## config.mk

```make
export PLATFORM = sky130hd
export DESIGN_NAME = lui_irq_mask_edge
export DESIGN_NICKNAME = d
export VERILOG_FILES = /design/src/lui_pkg.sv /design/src/lui_irq_mask_edge.sv
export VERILOG_INCLUDE_DIRS = /design/src
export SDC_FILE = /design/constraint.sdc
export NUM_CORES = 1
export LEC_CHECK = 0
export BUFFER_PORTS_ARGS = -buffer_cell sky130_fd_sc_hd__buf_2
export CAP_MARGIN = 20
export CORE_MARGIN = 3
export CORE_UTILIZATION = 31
export DETAILED_ROUTE_END_ITERATION = 10
export PLACE_DENSITY = 0.63
export SETUP_SLACK_MARGIN = 0.15
export SYNTH_ARGS = -nofsm -noshare
export SYNTH_HDL_FRONTEND = slang
export SYNTH_SLANG_ARGS = --single-unit
```

## constraint.sdc

```tcl
create_clock -name pclk -period 6.8 [get_ports pclk]
set_input_delay 0.68 -clock pclk [delete_from_list [all_inputs] [get_ports pclk]]
set_output_delay 0.68 -clock pclk [all_outputs]
set_load 0.03 [all_outputs]
```

## src/lui_consts.svh

```systemverilog
// Register offsets, field positions, reset values and timing counts
`ifndef LUI_CONSTS_SVH
`define LUI_CONSTS_SVH

// Register indices; byte address is four times the index
`define LUI_IDX_MASK_PRI     6'h14
`define LUI_IDX_MASK_SEC     6'h15
`define LUI_IDX_EDGE_SEL     6'h16
`define LUI_IDX_LINE_STATUS  6'h17
`define LUI_IDX_PEND_PRI     6'h18
`define LUI_IDX_PEND_SEC     6'h19

// Reset values
`define LUI_RST_MASK_PRI     8'hFF
`define LUI_RST_MASK_SEC     8'hFF
`define LUI_RST_EDGE_SEL     7'h00

// Primary source positions, shared by masks, edge select and status
`define LUI_BIT_LOOP_ACT     6
`define LUI_BIT_LOOP_DEACT   5
`define LUI_BIT_PAT_SYNC     4
`define LUI_BIT_TX_CLK_LOST  3
`define LUI_BIT_DRV_FAIL     2
`define LUI_BIT_ALARM_IND    1
`define LUI_BIT_SIG_LOSS     0

// Secondary source positions
`define LUI_BIT_CONV_OVF     7
`define LUI_BIT_JA_OVF       6
`define LUI_BIT_JA_UDF       5
`define LUI_BIT_PAT_ERR      4
`define LUI_BIT_EXZ          3
`define LUI_BIT_CODE_VIOL    2
`define LUI_BIT_SEC_TICK     1
`define LUI_BIT_CNT_OVF      0

// Transmit clock silence, in master clock cycles, beyond which it is lost
`define LUI_TX_CLK_LOSS_CYC  7'h46

`endif

```

## src/lui_pkg.sv

```systemverilog
// Types shared by the line unit interrupt mask and edge logic
package lui_pkg;

  typedef logic [7:0] lui_byte_t;

  typedef enum logic [1:0] {
    LUI_ST_IDLE   = 2'b01,
    LUI_ST_ANSWER = 2'b10
  } lui_apb_state_e;

endpackage

```

## src/lui_irq_mask_edge.sv

```systemverilog
// Interrupt mask, trigger edge select and pending event logic with APB slave
//
// Function
// - Primary mask register at index 14H, read/write, all bits reset to one.
// - Primary mask bit 6 gates loopback activate code interrupt; zero enables.
// - Primary mask bit 5 gates loopback deactivate code interrupt; zero enables.
// - Primary mask bit 4 gates pattern synchronisation interrupt; zero enables.
// - Primary mask bit 3 gates transmit clock loss interrupt; zero enables.
// - Primary mask bit 2 gates line driver failure interrupt; zero enables.
// - Primary mask bit 1 gates alarm indication interrupt; zero enables.
// - Primary mask bit 0 gates loss of signal interrupt; zero enables.
// - Secondary mask register at index 15H, read/write, all bits reset to one.
// - Secondary mask bit 7 gates converter overflow interrupt; zero enables.
// - Secondary bits 6 and 5 gate jitter buffer overflow and underflow.
// - Secondary mask bit 4 gates pattern bit error interrupt; zero enables.
// - Secondary mask bit 3 gates excess zeros interrupt; zero enables.
// - Secondary mask bit 2 gates code violation interrupt; zero enables.
// - Secondary mask bit 1 gates one second tick interrupt; zero enables.
// - Secondary mask bit 0 gates counter overflow interrupt; zero enables.
// - Edge select register at index 16H resets to zero; bit 7 reserved.
// - Edge bits 6 and 5: zero rising only, one any change, loop codes.
// - Edge bit 4: zero rising only, one any change, pattern sync.
// - Edge bit 3: zero rising only, one any change, clock loss.
// - Edge bits 2 and 1: same choice for driver fail and alarm.
// - Edge bit 0: same choice for loss of signal.
// - Read-only line status at index 17H holds watched bits 6 down to 0.
// - Clock lost when transmit clock silent more than 70 master cycles.
//
// Register access over APB is this design's own decision.
`timescale 1ns/1ps

`include "lui_consts.svh"

module lui_irq_mask_edge
  import lui_pkg::*;
(
  input  wire logic        pclk,
  input  wire logic        presetn,
  input  wire logic        psel,
  input  wire logic        penable,
  input  wire logic        pwrite,
  input  wire logic [7:0]  paddr,
  input  wire logic [31:0] pwdata,
  input  wire logic [3:0]  pstrb,
  output logic      [31:0] prdata,
  output logic             pready,
  output logic             pslverr,
  input  wire logic        loop_activate_seen,
  input  wire logic        loop_deactivate_seen,
  input  wire logic        pattern_sync_seen,
  input  wire logic        tx_line_clock,
  input  wire logic        driver_fail_seen,
  input  wire logic        alarm_ind_seen,
  input  wire logic        signal_loss_seen,
  input  wire logic        converter_overflow_evt,
  input  wire logic        jitter_buf_overflow_evt,
  input  wire logic        jitter_buf_underflow_evt,
  input  wire logic        pattern_error_evt,
  input  wire logic        excess_zeros_evt,
  input  wire logic        code_violation_evt,
  input  wire logic        second_tick_evt,
  input  wire logic        counter_overflow_evt,
  output logic             irq_request,
  output logic             tx_clock_lost
);

  // Register storage
  lui_byte_t      irq_mask_primary_reg;
  lui_byte_t      irq_mask_secondary_reg;
  logic [6:0]     irq_edge_select_reg;
  logic [6:0]     pend_pri_reg;
  lui_byte_t      pend_sec_reg;

  // Bus slave state
  lui_apb_state_e apb_state_reg;
  logic [31:0]    prdata_reg;
  logic           pready_reg;
  logic           pslverr_reg;
  logic           irq_reg;

  // Clock loss monitor
  logic           tx_clk_prev_reg;
  logic [6:0]     silent_cnt_reg;
  logic           tx_clock_lost_reg;
  logic           tx_clk_toggled;

  // Edge detection
  logic [6:0]     line_status_realtime;
  logic [6:0]     status_prev_reg;
  logic [6:0]     pri_event;
  lui_byte_t      sec_level;
  lui_byte_t      sec_prev_reg;
  lui_byte_t      sec_event;

  // Bus decode
  logic           access;
  logic           commit;
  logic           addr_ok;
  logic [5:0]     idx;
  logic           hit_mask_pri;
  logic           hit_mask_sec;
  logic           hit_edge_sel;
  logic           hit_status;
  logic           hit_pend_pri;
  logic           hit_pend_sec;
  logic           hit_any;
  logic           wr_lane0;
  logic [31:0]    rd_value;
  logic [6:0]     pend_pri_clr;
  lui_byte_t      pend_sec_clr;
  logic [6:0]     pend_pri_next;
  lui_byte_t      pend_sec_next;
  logic [6:0]     pend_pri_live;
  lui_byte_t      pend_sec_live;

  assign prdata        = prdata_reg;
  assign pready        = pready_reg;
  assign pslverr       = pslverr_reg;
  assign irq_request   = irq_reg;
  assign tx_clock_lost = tx_clock_lost_reg;

  // Any level change of the transmit clock restarts the silence count
  assign tx_clk_toggled = (tx_line_clock != tx_clk_prev_reg);

  // Transmit clock silence counter, saturating one past the limit
  always_ff @(posedge pclk or negedge presetn) begin
    if (!presetn) begin
      tx_clk_prev_reg <= 1'b0;
      silent_cnt_reg  <= 7'h00;
    end else begin
      tx_clk_prev_reg <= tx_line_clock;
      if (tx_clk_toggled) begin
        silent_cnt_reg <= 7'h00;
      end else if (silent_cnt_reg <= `LUI_TX_CLK_LOSS_CYC) begin
        silent_cnt_reg <= silent_cnt_reg + 7'h01;
      end
    end
  end

  // Loss stays up while silent; one toggle clears it two edges later
  always_ff @(posedge pclk or negedge presetn) begin
    if (!presetn) begin
      tx_clock_lost_reg <= 1'b0;
    end else begin
      tx_clock_lost_reg <= (silent_cnt_reg > `LUI_TX_CLK_LOSS_CYC);
    end
  end

  // Live status, laid out as the read-only status register
  always_comb begin
    line_status_realtime = 7'h00;
    line_status_realtime[`LUI_BIT_LOOP_ACT]    = loop_activate_seen;
    line_status_realtime[`LUI_BIT_LOOP_DEACT]  = loop_deactivate_seen;
    line_status_realtime[`LUI_BIT_PAT_SYNC]    = pattern_sync_seen;
    line_status_realtime[`LUI_BIT_TX_CLK_LOST] = tx_clock_lost_reg;
    line_status_realtime[`LUI_BIT_DRV_FAIL]    = driver_fail_seen;
    line_status_realtime[`LUI_BIT_ALARM_IND]   = alarm_ind_seen;
    line_status_realtime[`LUI_BIT_SIG_LOSS]    = signal_loss_seen;
  end

  always_comb begin
    sec_level = 8'h00;
    sec_level[`LUI_BIT_CONV_OVF]  = converter_overflow_evt;
    sec_level[`LUI_BIT_JA_OVF]    = jitter_buf_overflow_evt;
    sec_level[`LUI_BIT_JA_UDF]    = jitter_buf_underflow_evt;
    sec_level[`LUI_BIT_PAT_ERR]   = pattern_error_evt;
    sec_level[`LUI_BIT_EXZ]       = excess_zeros_evt;
    sec_level[`LUI_BIT_CODE_VIOL] = code_violation_evt;
    sec_level[`LUI_BIT_SEC_TICK]  = second_tick_evt;
    sec_level[`LUI_BIT_CNT_OVF]   = counter_overflow_evt;
  end

  // Previous-cycle copies for edge detection
  // They reset low, the idle level of every source, so reset makes no false edge
  always_ff @(posedge pclk or negedge presetn) begin
    if (!presetn) begin
      status_prev_reg <= 7'h00;
      sec_prev_reg    <= 8'h00;
    end else begin
      status_prev_reg <= line_status_realtime;
      sec_prev_reg    <= sec_level;
    end
  end

  // Status events: rising edge always, falling edge when edge select is set
  genvar gi;
  generate
    for (gi = 0; gi < 7; gi = gi + 1) begin : g_pri
      assign pri_event[gi] =
        (line_status_realtime[gi] & ~status_prev_reg[gi]) |
        (irq_edge_select_reg[gi] & ~line_status_realtime[gi] &
         status_prev_reg[gi]);
    end
    for (gi = 0; gi < 8; gi = gi + 1) begin : g_sec
      assign sec_event[gi] = sec_level[gi] & ~sec_prev_reg[gi];
    end
  endgenerate

  // Bus decode
  assign access   = psel & penable;
  assign commit   = access & (apb_state_reg == LUI_ST_ANSWER);
  assign addr_ok  = (paddr[1:0] == 2'b00);
  assign idx      = paddr[7:2];
  assign wr_lane0 = pwrite & pstrb[0];

  always_comb begin
    hit_mask_pri = 1'b0;
    hit_mask_sec = 1'b0;
    hit_edge_sel = 1'b0;
    hit_status   = 1'b0;
    hit_pend_pri = 1'b0;
    hit_pend_sec = 1'b0;
    if (!addr_ok) begin
      hit_mask_pri = 1'b0;
    end else if (idx == `LUI_IDX_MASK_PRI) begin
      hit_mask_pri = 1'b1;
    end else if (idx == `LUI_IDX_MASK_SEC) begin
      hit_mask_sec = 1'b1;
    end else if (idx == `LUI_IDX_EDGE_SEL) begin
      hit_edge_sel = 1'b1;
    end else if (idx == `LUI_IDX_LINE_STATUS) begin
      hit_status = 1'b1;
    end else if (idx == `LUI_IDX_PEND_PRI) begin
      hit_pend_pri = 1'b1;
    end else if (idx == `LUI_IDX_PEND_SEC) begin
      hit_pend_sec = 1'b1;
    end
  end

  assign hit_any = hit_mask_pri | hit_mask_sec | hit_edge_sel |
                   hit_status | hit_pend_pri | hit_pend_sec;

  always_comb begin
    rd_value = 32'h0000_0000;
    if (hit_mask_pri) begin
      rd_value[7:0] = irq_mask_primary_reg;
    end else if (hit_mask_sec) begin
      rd_value[7:0] = irq_mask_secondary_reg;
    end else if (hit_edge_sel) begin
      rd_value[6:0] = irq_edge_select_reg;
    end else if (hit_status) begin
      rd_value[6:0] = line_status_realtime;
    end else if (hit_pend_pri) begin
      rd_value[6:0] = pend_pri_reg;
    end else if (hit_pend_sec) begin
      rd_value[7:0] = pend_sec_reg;
    end
  end

  // Slave answers one cycle into the access phase
  // Read data and error are taken in the first access cycle; writes land with ready
  always_ff @(posedge pclk or negedge presetn) begin
    if (!presetn) begin
      apb_state_reg <= LUI_ST_IDLE;
      pready_reg    <= 1'b0;
      pslverr_reg   <= 1'b0;
      prdata_reg    <= 32'h0000_0000;
    end else begin
      case (apb_state_reg)
        LUI_ST_IDLE: begin
          if (access) begin
            apb_state_reg <= LUI_ST_ANSWER;
            pready_reg    <= 1'b1;
            pslverr_reg   <= ~hit_any | (pwrite & hit_status);
            prdata_reg    <= pwrite ? 32'h0000_0000 : rd_value;
          end
        end
        LUI_ST_ANSWER: begin
          apb_state_reg <= LUI_ST_IDLE;
          pready_reg    <= 1'b0;
          pslverr_reg   <= 1'b0;
          prdata_reg    <= 32'h0000_0000;
        end
        default: begin
          apb_state_reg <= LUI_ST_IDLE;
          pready_reg    <= 1'b0;
          pslverr_reg   <= 1'b0;
          prdata_reg    <= 32'h0000_0000;
        end
      endcase
    end
  end

  // Mask registers, a set bit masks its source
  // Primary bit 7 is plain storage with no source behind it
  always_ff @(posedge pclk or negedge presetn) begin
    if (!presetn) begin
      irq_mask_primary_reg <= `LUI_RST_MASK_PRI;
    end else if (commit && wr_lane0 && hit_mask_pri) begin
      irq_mask_primary_reg <= pwdata[7:0];
    end
  end

  always_ff @(posedge pclk or negedge presetn) begin
    if (!presetn) begin
      irq_mask_secondary_reg <= `LUI_RST_MASK_SEC;
    end else if (commit && wr_lane0 && hit_mask_sec) begin
      irq_mask_secondary_reg <= pwdata[7:0];
    end
  end

  // Edge select register; reserved bit 7 is not stored
  always_ff @(posedge pclk or negedge presetn) begin
    if (!presetn) begin
      irq_edge_select_reg <= `LUI_RST_EDGE_SEL;
    end else if (commit && wr_lane0 && hit_edge_sel) begin
      irq_edge_select_reg <= pwdata[6:0];
    end
  end

  // Write-one-to-clear of pending bits
  assign pend_pri_clr = (commit && wr_lane0 && hit_pend_pri) ? pwdata[6:0] : 7'h00;
  assign pend_sec_clr = (commit && wr_lane0 && hit_pend_sec) ? pwdata[7:0] : 8'h00;

  // New unmasked events win over a clear in the same cycle
  assign pend_pri_next = (pend_pri_reg & ~pend_pri_clr) |
                         (pri_event & ~irq_mask_primary_reg[6:0]);
  assign pend_sec_next = (pend_sec_reg & ~pend_sec_clr) |
                         (sec_event & ~irq_mask_secondary_reg);

  // Pending status events
  always_ff @(posedge pclk or negedge presetn) begin
    if (!presetn) begin
      pend_pri_reg <= 7'h00;
    end else begin
      pend_pri_reg <= pend_pri_next;
    end
  end

  // Pending secondary events
  always_ff @(posedge pclk or negedge presetn) begin
    if (!presetn) begin
      pend_sec_reg <= 8'h00;
    end else begin
      pend_sec_reg <= pend_sec_next;
    end
  end

  // A pending bit whose source is masked again no longer counts
  assign pend_pri_live = pend_pri_next & ~irq_mask_primary_reg[6:0];
  assign pend_sec_live = pend_sec_next & ~irq_mask_secondary_reg;

  // Request also drops one cycle after the mask write lands when software masks a pending source
  always_ff @(posedge pclk or negedge presetn) begin
    if (!presetn) begin
      irq_reg <= 1'b0;
    end else begin
      irq_reg <= (|pend_pri_live) | (|pend_sec_live);
    end
  end

endmodule

```

==> impl_summary.log, run 1 <==
INFO  metric cts_tree = yes
INFO  metric cts_root_buf = sky130_fd_sc_hd__clkbuf_16
INFO  metric timing.critical_path.mode_cell = sky130_fd_sc_hd__nor4b_4
INFO  metric wirelength = 8.87 mm
INFO  metric setup_tns = 0 ps
INFO  metric grt_use_total = 0.143
INFO  metric hold_buf_count_cts = 0
INFO  metric layout.cells.non_filler = 559
INFO  metric result_of_the_run = finished clean
INFO  metric slowest_delay = 880 ps
INFO  metric synth_warnings = 0
INFO  metric finalSetupViolCount = 0
INFO  metric final_core_util = 0.380
INFO  metric totalPowerFinal = 0.00113 W
INFO  metric final.fill_count = 1127
INFO  metric core_rows = 39
INFO  metric final_routed_drc_violation_total = 0
INFO  metric worstSetupStartpointType = input pin
INFO  metric worst_skew_pair_later_pin_latency = 330 ps
INFO  metric core_area = 11600 µm²
INFO  metric detail-route-antenna-nets = 0
INFO  metric routed_via_density = 5.01
INFO  metric cts_post_setup_buffers_inserted = 0
INFO  metric finalWorstPathRequiredPeriod = 3500 ps
INFO  metric cts_htree_levels = 3
INFO  metric io_buffers = 48
INFO  metric synth.distinct_cells = 48
INFO  metric initial_core_util = 0.321
INFO  metric dpl.hpwl = 5.92 mm
INFO  metric areaGrowthSynthToFinish = 18.5%
INFO  metric dieHeight = 115 µm
INFO  metric chipWidth = 115 µm
INFO  metric rsz0062_at_grt = no
INFO  metric criticalPathCategory = in -> reg
INFO  metric nNetsFinal = 477
INFO  metric syn_avg_cell_area = 10.4 µm²
INFO  metric clk_transition_reported_paths = 60 ps
INFO  metric placedCellCount = 543
INFO  metric antenna_cells_inserted = 0
INFO  metric layout-drive-gt1-share = 0.288
INFO  metric dr.pass1.iters = 4
INFO  metric crit_path_end_kind = flip-flop
INFO  metric slew_viol_final = 0
INFO  metric synthCells = 358
INFO  metric yosys_most_used_dff = sky130_fd_sc_hd__dfrtp_1
INFO  metric period_share = 0.514
INFO  metric cts_repair_resize_count = 0
INFO  metric synth-seq-cells = 74
INFO  metric most_common_cell_after_layout_fill_and_taps_aside = sky130_fd_sc_hd__dfrtp_1
INFO  metric max-cap-violations = 0
INFO  metric post_dp_cell_area = 4030 µm²
INFO  metric count_of_endpoints_failing_hold_in_the_final_timing_report = 0
INFO  metric cts_max_path_buffers = 2
INFO  metric grt_antenna_before_repair = 0
INFO  metric drt-wirelength-per-cell = 15.9 µm
INFO  metric slowest_stage = sky130_fd_sc_hd__nor4b_4
INFO  metric cellLeakagePower = 2.02 nW
INFO  metric finalWeightedCongestion = 0.825
INFO  metric vias = 2801
INFO  metric sequential_cell_area = 1870 µm²
INFO  metric powerDensity = 257 nW/µm²
INFO  metric grt_pass1_vias = 2815
INFO  metric tritoncts.num_buffers = 9
INFO  metric crit_chain = buf_2, nor4b_4, nor4b_4, nand2_1, a21boi_0, o211ai_1, or4_1
INFO  metric grt_pass1_wl = 14.5 mm
INFO  metric layout.cells.most_common_list = 57 x sky130_fd_sc_hd__dfrtp_1, 52 x sky130_fd_sc_hd__nand2_1, 48 x sky130_fd_sc_hd__buf_2
INFO  metric fmaxAchievable = 0.286 GHz
INFO  metric grt_max_degree = 75
INFO  metric netlist_area = 3710 µm²
INFO  metric io_pins = 100
INFO  metric critical_path_arrival = 3680 ps
INFO  metric gr-total-overflow = 0
INFO  metric worstPathMaxFanout = 17
INFO  metric clock_sink_count = 74
INFO  metric max_slew_margin = 0.325
INFO  metric synth_enable_flop_cells = 0
INFO  metric cp.required = 6980 ps
INFO  metric multiInputGateArea = 1670 µm²
INFO  metric synth_async_sr_flop_share = 1.00
INFO  metric max-vdd-ir-drop = 0.000140 V
INFO  metric worst_hold_check_path_type = reg -> reg
INFO  metric fin_worst_skew = 6.96 ps
INFO  metric initialDrtViolationCount = 136
INFO  metric timing_worst_slew_pin_value = 1000 ps
INFO  metric finish.instance_area = 4390 µm²
INFO  metric synth.yosys.seq_area_share = 0.505
INFO  metric dieArea = 13300 µm²
power breakdown:
| group | internal, W | switching (W) |
|---|---|---|
| combinational | 0.0000235 | 0.0000594 |
| clock | 0.000398 | 0.000191 |
| sequential | 0.000450 | 0.00000586 |
| total | 0.000872 | 0.000256 |
path summary, 6_finish.rpt:
path                                         startpoint                            endpoint  slack, ps  depth (start not counted)
max reg2reg                apb_state_reg[0]$_DFFE_PN1P_               irq_request$_DFF_PN0_       4130                          6
min in group asynchronous                       presetn        status_prev_reg[6]$_DFF_PN0_        570                          2
max                                            paddr[2]               irq_request$_DFF_PN0_       3300                          7
min reg2reg                     tx_clock_lost$_DFF_PN0_        status_prev_reg[3]$_DFF_PN0_        450                          0
min                             tx_clock_lost$_DFF_PN0_        status_prev_reg[3]$_DFF_PN0_        450                          0
max in group asynchronous                       presetn  irq_edge_select_reg[1]$_DFFE_PN0P_       5630                          2
Yosys cell counts, drive strengths merged (4+ instances only):
cell | number | area share
inv | 12 | 0.012
o21ai | 15 | 0.020
mux2 | 27 | 0.082
a22oi | 11 | 0.022
clkbuf | 5 | 0.0051
a21oi | 22 | 0.030
dfstp | 17 | 0.12
nand3 | 12 | 0.016
mux2i | 8 | 0.022
o22ai | 8 | 0.013
nor2 | 19 | 0.019
o221ai | 7 | 0.017
a21boi | 5 | 0.010
nand2b | 10 | 0.017
nand2 | 52 | 0.053
nor3 | 4 | 0.0081
buf | 27 | 0.054
dfrtp | 57 | 0.38
cells by family after synthesis:
family | Yosys count | synth area share
and+or+nand+nor | 118 | 0.165
AOI/OAI and AO/OA | 79 | 0.136
DFF | 74 | 0.505
buffers and inverters | 44 | 0.0712
muxes | 35 | 0.104
xor gates and xnor gates | 5 | 0.0118
adders and majority gates | 2 | 0.00675
other | 1 | 0.00101
routing by layer:
| layer | vias to the layer above | GRT usage | share of wire |
|---|---|---|---|
| li1 | 1330 | - | - |
| met5 | - | 0 | 0 |
| met4 | 0 | 0.0532 | 0.016 |
| met3 | 12 | 0.0479 | 0.087 |
| met2 | 100 | 0.215 | 0.44 |
| met1 | 1359 | 0.192 | 0.45 |
cell type report:
cell class,count,share of cell area
tap,143,0.0407
inverter,12,0.0103
sequential,74,0.426
clock inverter,6,0.0313
multi-input combinational,263,0.379
timing repair buffer,51,0.0598
clock buffer,10,0.0521
worst max-delay path, delay by kind of cell:
family / cells / cell delay [ps]
compound gates: 2 / 380
simple gates: 4 / 2370
buf+inv: 1 / 240
metrics by stage:
step	worst slack (ps)	hold WS (ps)
4_1_cts	3240	455
5_1_grt	3110	454
3_3_place_gp	3030	441
2_1_floorplan	4030	384
3_5_place_dp	2950	440
6_report	3300	448
(Power assumes the default switching activity.)
==> run 2: changes to the inputs <==
- PLACE_DENSITY: 0.63 -> 0.65
- clock period: 6.8 -> 2.9 ns (I/O delays scaled with it)
==> run 2 against run 1 <==
Wire length is 0.26% higher. Sequential share of layout area is 0.24 points lower. Highest routed layer unchanged. Critical path depth stayed put. Largest cell class unchanged. Critical path type is now reg -> reg. Non-clock buffer count is 10 higher. Register-to-register slack worse by 3600 ps.
==> impl_summary.log, run 2 (synthesized netlist as in run 1, its figures left out) <==
INFO  metric areaGrowthSynthToFinish = 19.1%
INFO  metric nNetsFinal = 487
INFO  metric critical_path_arrival = 2610 ps
INFO  metric chipWidth = 115 µm
INFO  metric initial_core_util = 0.321
INFO  metric slew_viol_final = 0
INFO  metric grt_pass1_wl = 14.6 mm
INFO  metric setup_tns = 0 ps
INFO  metric final_routed_drc_violation_total = 0
INFO  metric cell_internal_pwr = 0.00181 W
INFO  metric antenna_cells_inserted = 0
INFO  metric core_area = 11600 µm²
INFO  metric max-cap-violations = 0
INFO  metric crit_end = irq_request$_DFF_PN0_
INFO  metric power_frac_clock = 0.476
INFO  metric cp.required = 3100 ps
INFO  metric cts_root_buf = sky130_fd_sc_hd__clkbuf_16
INFO  metric worst_hold_check_path_type = in -> reg
INFO  metric comb_power_share = 0.082
INFO  metric regToRegSetupSlack = 490 ps
INFO  metric grt_pass1_vias = 2805
INFO  metric worstPathMaxFanout = 15
INFO  metric core_rows = 39
INFO  metric dieArea = 13300 µm²
INFO  metric dpl.hpwl = 6.06 mm
INFO  metric layout-drive-gt1-share = 0.305
INFO  metric max_slew_margin = 0.618
INFO  metric result_of_the_run = finished clean
INFO  metric wirelength = 8.90 mm
INFO  metric grt_max_degree = 75
INFO  metric io_pins = 100
INFO  metric power_switching = 0.000607 W
INFO  metric initialDrtViolationCount = 263
INFO  metric cts_htree_levels = 3
INFO  metric powerDensity = 547 nW/µm²
INFO  metric rr_startpoint = apb_state_reg[0]$_DFFE_PN1P_
INFO  metric cts_repair_resize_count = 0
INFO  metric worst_skew_pair_later_pin_latency = 340 ps
INFO  metric power.share.switching = 0.251
INFO  metric grt-busiest-layer = met2
INFO  metric fmaxAchievable = 0.414 GHz
INFO  metric grtUsageMet1 = 0.197
INFO  metric criticalPathCategory = reg -> reg
INFO  metric cellLeakagePower = 2.04 nW
INFO  metric crit_path_end_kind = flip-flop
INFO  metric ff2ff_path_depth = 7
INFO  metric finalWeightedCongestion = 0.839
INFO  metric globalRouteMet3Util = 0.0421
INFO  metric max-vdd-ir-drop = 0.000270 V
INFO  metric cts_tree = yes
INFO  metric drt-wirelength-per-cell = 15.6 µm
INFO  metric gr-usage-met2 = 0.213
INFO  metric grt_antenna_before_repair = 0
INFO  metric cts_max_path_buffers = 2
INFO  metric final_core_util = 0.382
INFO  metric period_share = 0.832
INFO  metric finalSetupViolCount = 0
INFO  metric hold_buf_count_cts = 1
INFO  metric seqPwrFrac = 0.442
INFO  metric tritoncts.num_buffers = 9
INFO  metric min_delay_src = jitter_buf_overflow_evt
INFO  metric cts_post_setup_buffers_inserted = 0
INFO  metric detail-route-antenna-nets = 0
INFO  metric finalWorstPathRequiredPeriod = 2410 ps
INFO  metric timing_worst_slew_pin_value = 573 ps
INFO  metric io_buffers = 48
INFO  metric layout.cells.non_filler = 569
INFO  metric critical_path.reg2reg.endpoint = irq_request$_DFF_PN0_
INFO  metric fin_worst_skew = 10.2 ps
INFO  metric dieHeight = 115 µm
INFO  metric clock_sink_count = 74
INFO  metric rsz0062_at_grt = no
INFO  metric grt_use_total = 0.142
INFO  metric layout.cells.most_common_list = 57 x sky130_fd_sc_hd__dfrtp_1, 52 x sky130_fd_sc_hd__nand2_1, 48 x sky130_fd_sc_hd__buf_2
INFO  metric worstSetupStartpointType = flip-flop
INFO  metric vias = 2857
INFO  metric cp-startpoint = apb_state_reg[0]$_DFFE_PN1P_
INFO  metric hold-path-cell-count = 1
INFO  metric routed_via_density = 5.02
INFO  metric placedCellCount = 552
INFO  metric most_common_cell_after_layout_fill_and_taps_aside = sky130_fd_sc_hd__dfrtp_1
INFO  metric dr.pass1.iters = 5
INFO  metric count_of_endpoints_failing_hold_in_the_final_timing_report = 0
INFO  metric clk_transition_reported_paths = 60 ps
INFO  metric gr-total-overflow = 0
-- run 2: final cells by class --
type / instances / area (µm²)
tap: 143 / 179
timing repair buffer: 61 / 353
clock buffer: 10 / 239
clock inverter: 6 / 71.3
fill: 1154 / 7150
sequential: 74 / 1870
multi-input combinational: 263 / 1660
inverter: 12 / 45.0
-- run 2: worst max-delay path, stage by stage (launching register included) --
cell	delay [ps]
sky130_fd_sc_hd__dfstp_2	370
sky130_fd_sc_hd__nand4b_1	310
sky130_fd_sc_hd__nor4_2	340
sky130_fd_sc_hd__buf_4	270
sky130_fd_sc_hd__nand3_1	100
sky130_fd_sc_hd__a22oi_1	220
sky130_fd_sc_hd__o211ai_1	120
sky130_fd_sc_hd__or4_1	540
-- run 2: stage by stage --
step	setup slack, ps	hold slack [ps]	area [µm²]	total power, W
detailed placement	227	359	4100	0.00129
global placement	267	356	4100	0.00128
global route	374	57.0	4420	0.00252
CTS	479	58.0	4420	0.00245
floorplan	521	-5.59	3790	0.00122
finish	486	68.1	4420	0.00242
-- run 2: layer usage --
layer	routed length, µm	up-vias
li1	-	1348
met1	4020	1386
met2	4050	108
met3	679	15
met4	141	0
met5	0	-
-- run 2: worst min path at each step --
stage	end	slack [ps]
after floorplan	apb_state_reg[1]$_DFFE_PN0P_	-6
after global placement	irq_edge_select_reg[6]$_DFFE_PN0P_	360
after detailed placement	sec_prev_reg[6]$_DFF_PN0_	360
after CTS	sec_prev_reg[6]$_DFF_PN0_	60
after global routing	sec_prev_reg[6]$_DFF_PN0_	60
final	sec_prev_reg[6]$_DFF_PN0_	70
-- run 2: power by group through the flow --
stage                     Clock [W]  Sequential [W]  Combinational (W)
after floorplan                   0         0.00109           0.000128
final                       0.00115         0.00107           0.000199
after CTS                   0.00118         0.00107           0.000201
after global routing        0.00122         0.00107           0.000222
after global placement            0         0.00109           0.000195
after detailed placement          0         0.00109           0.000199
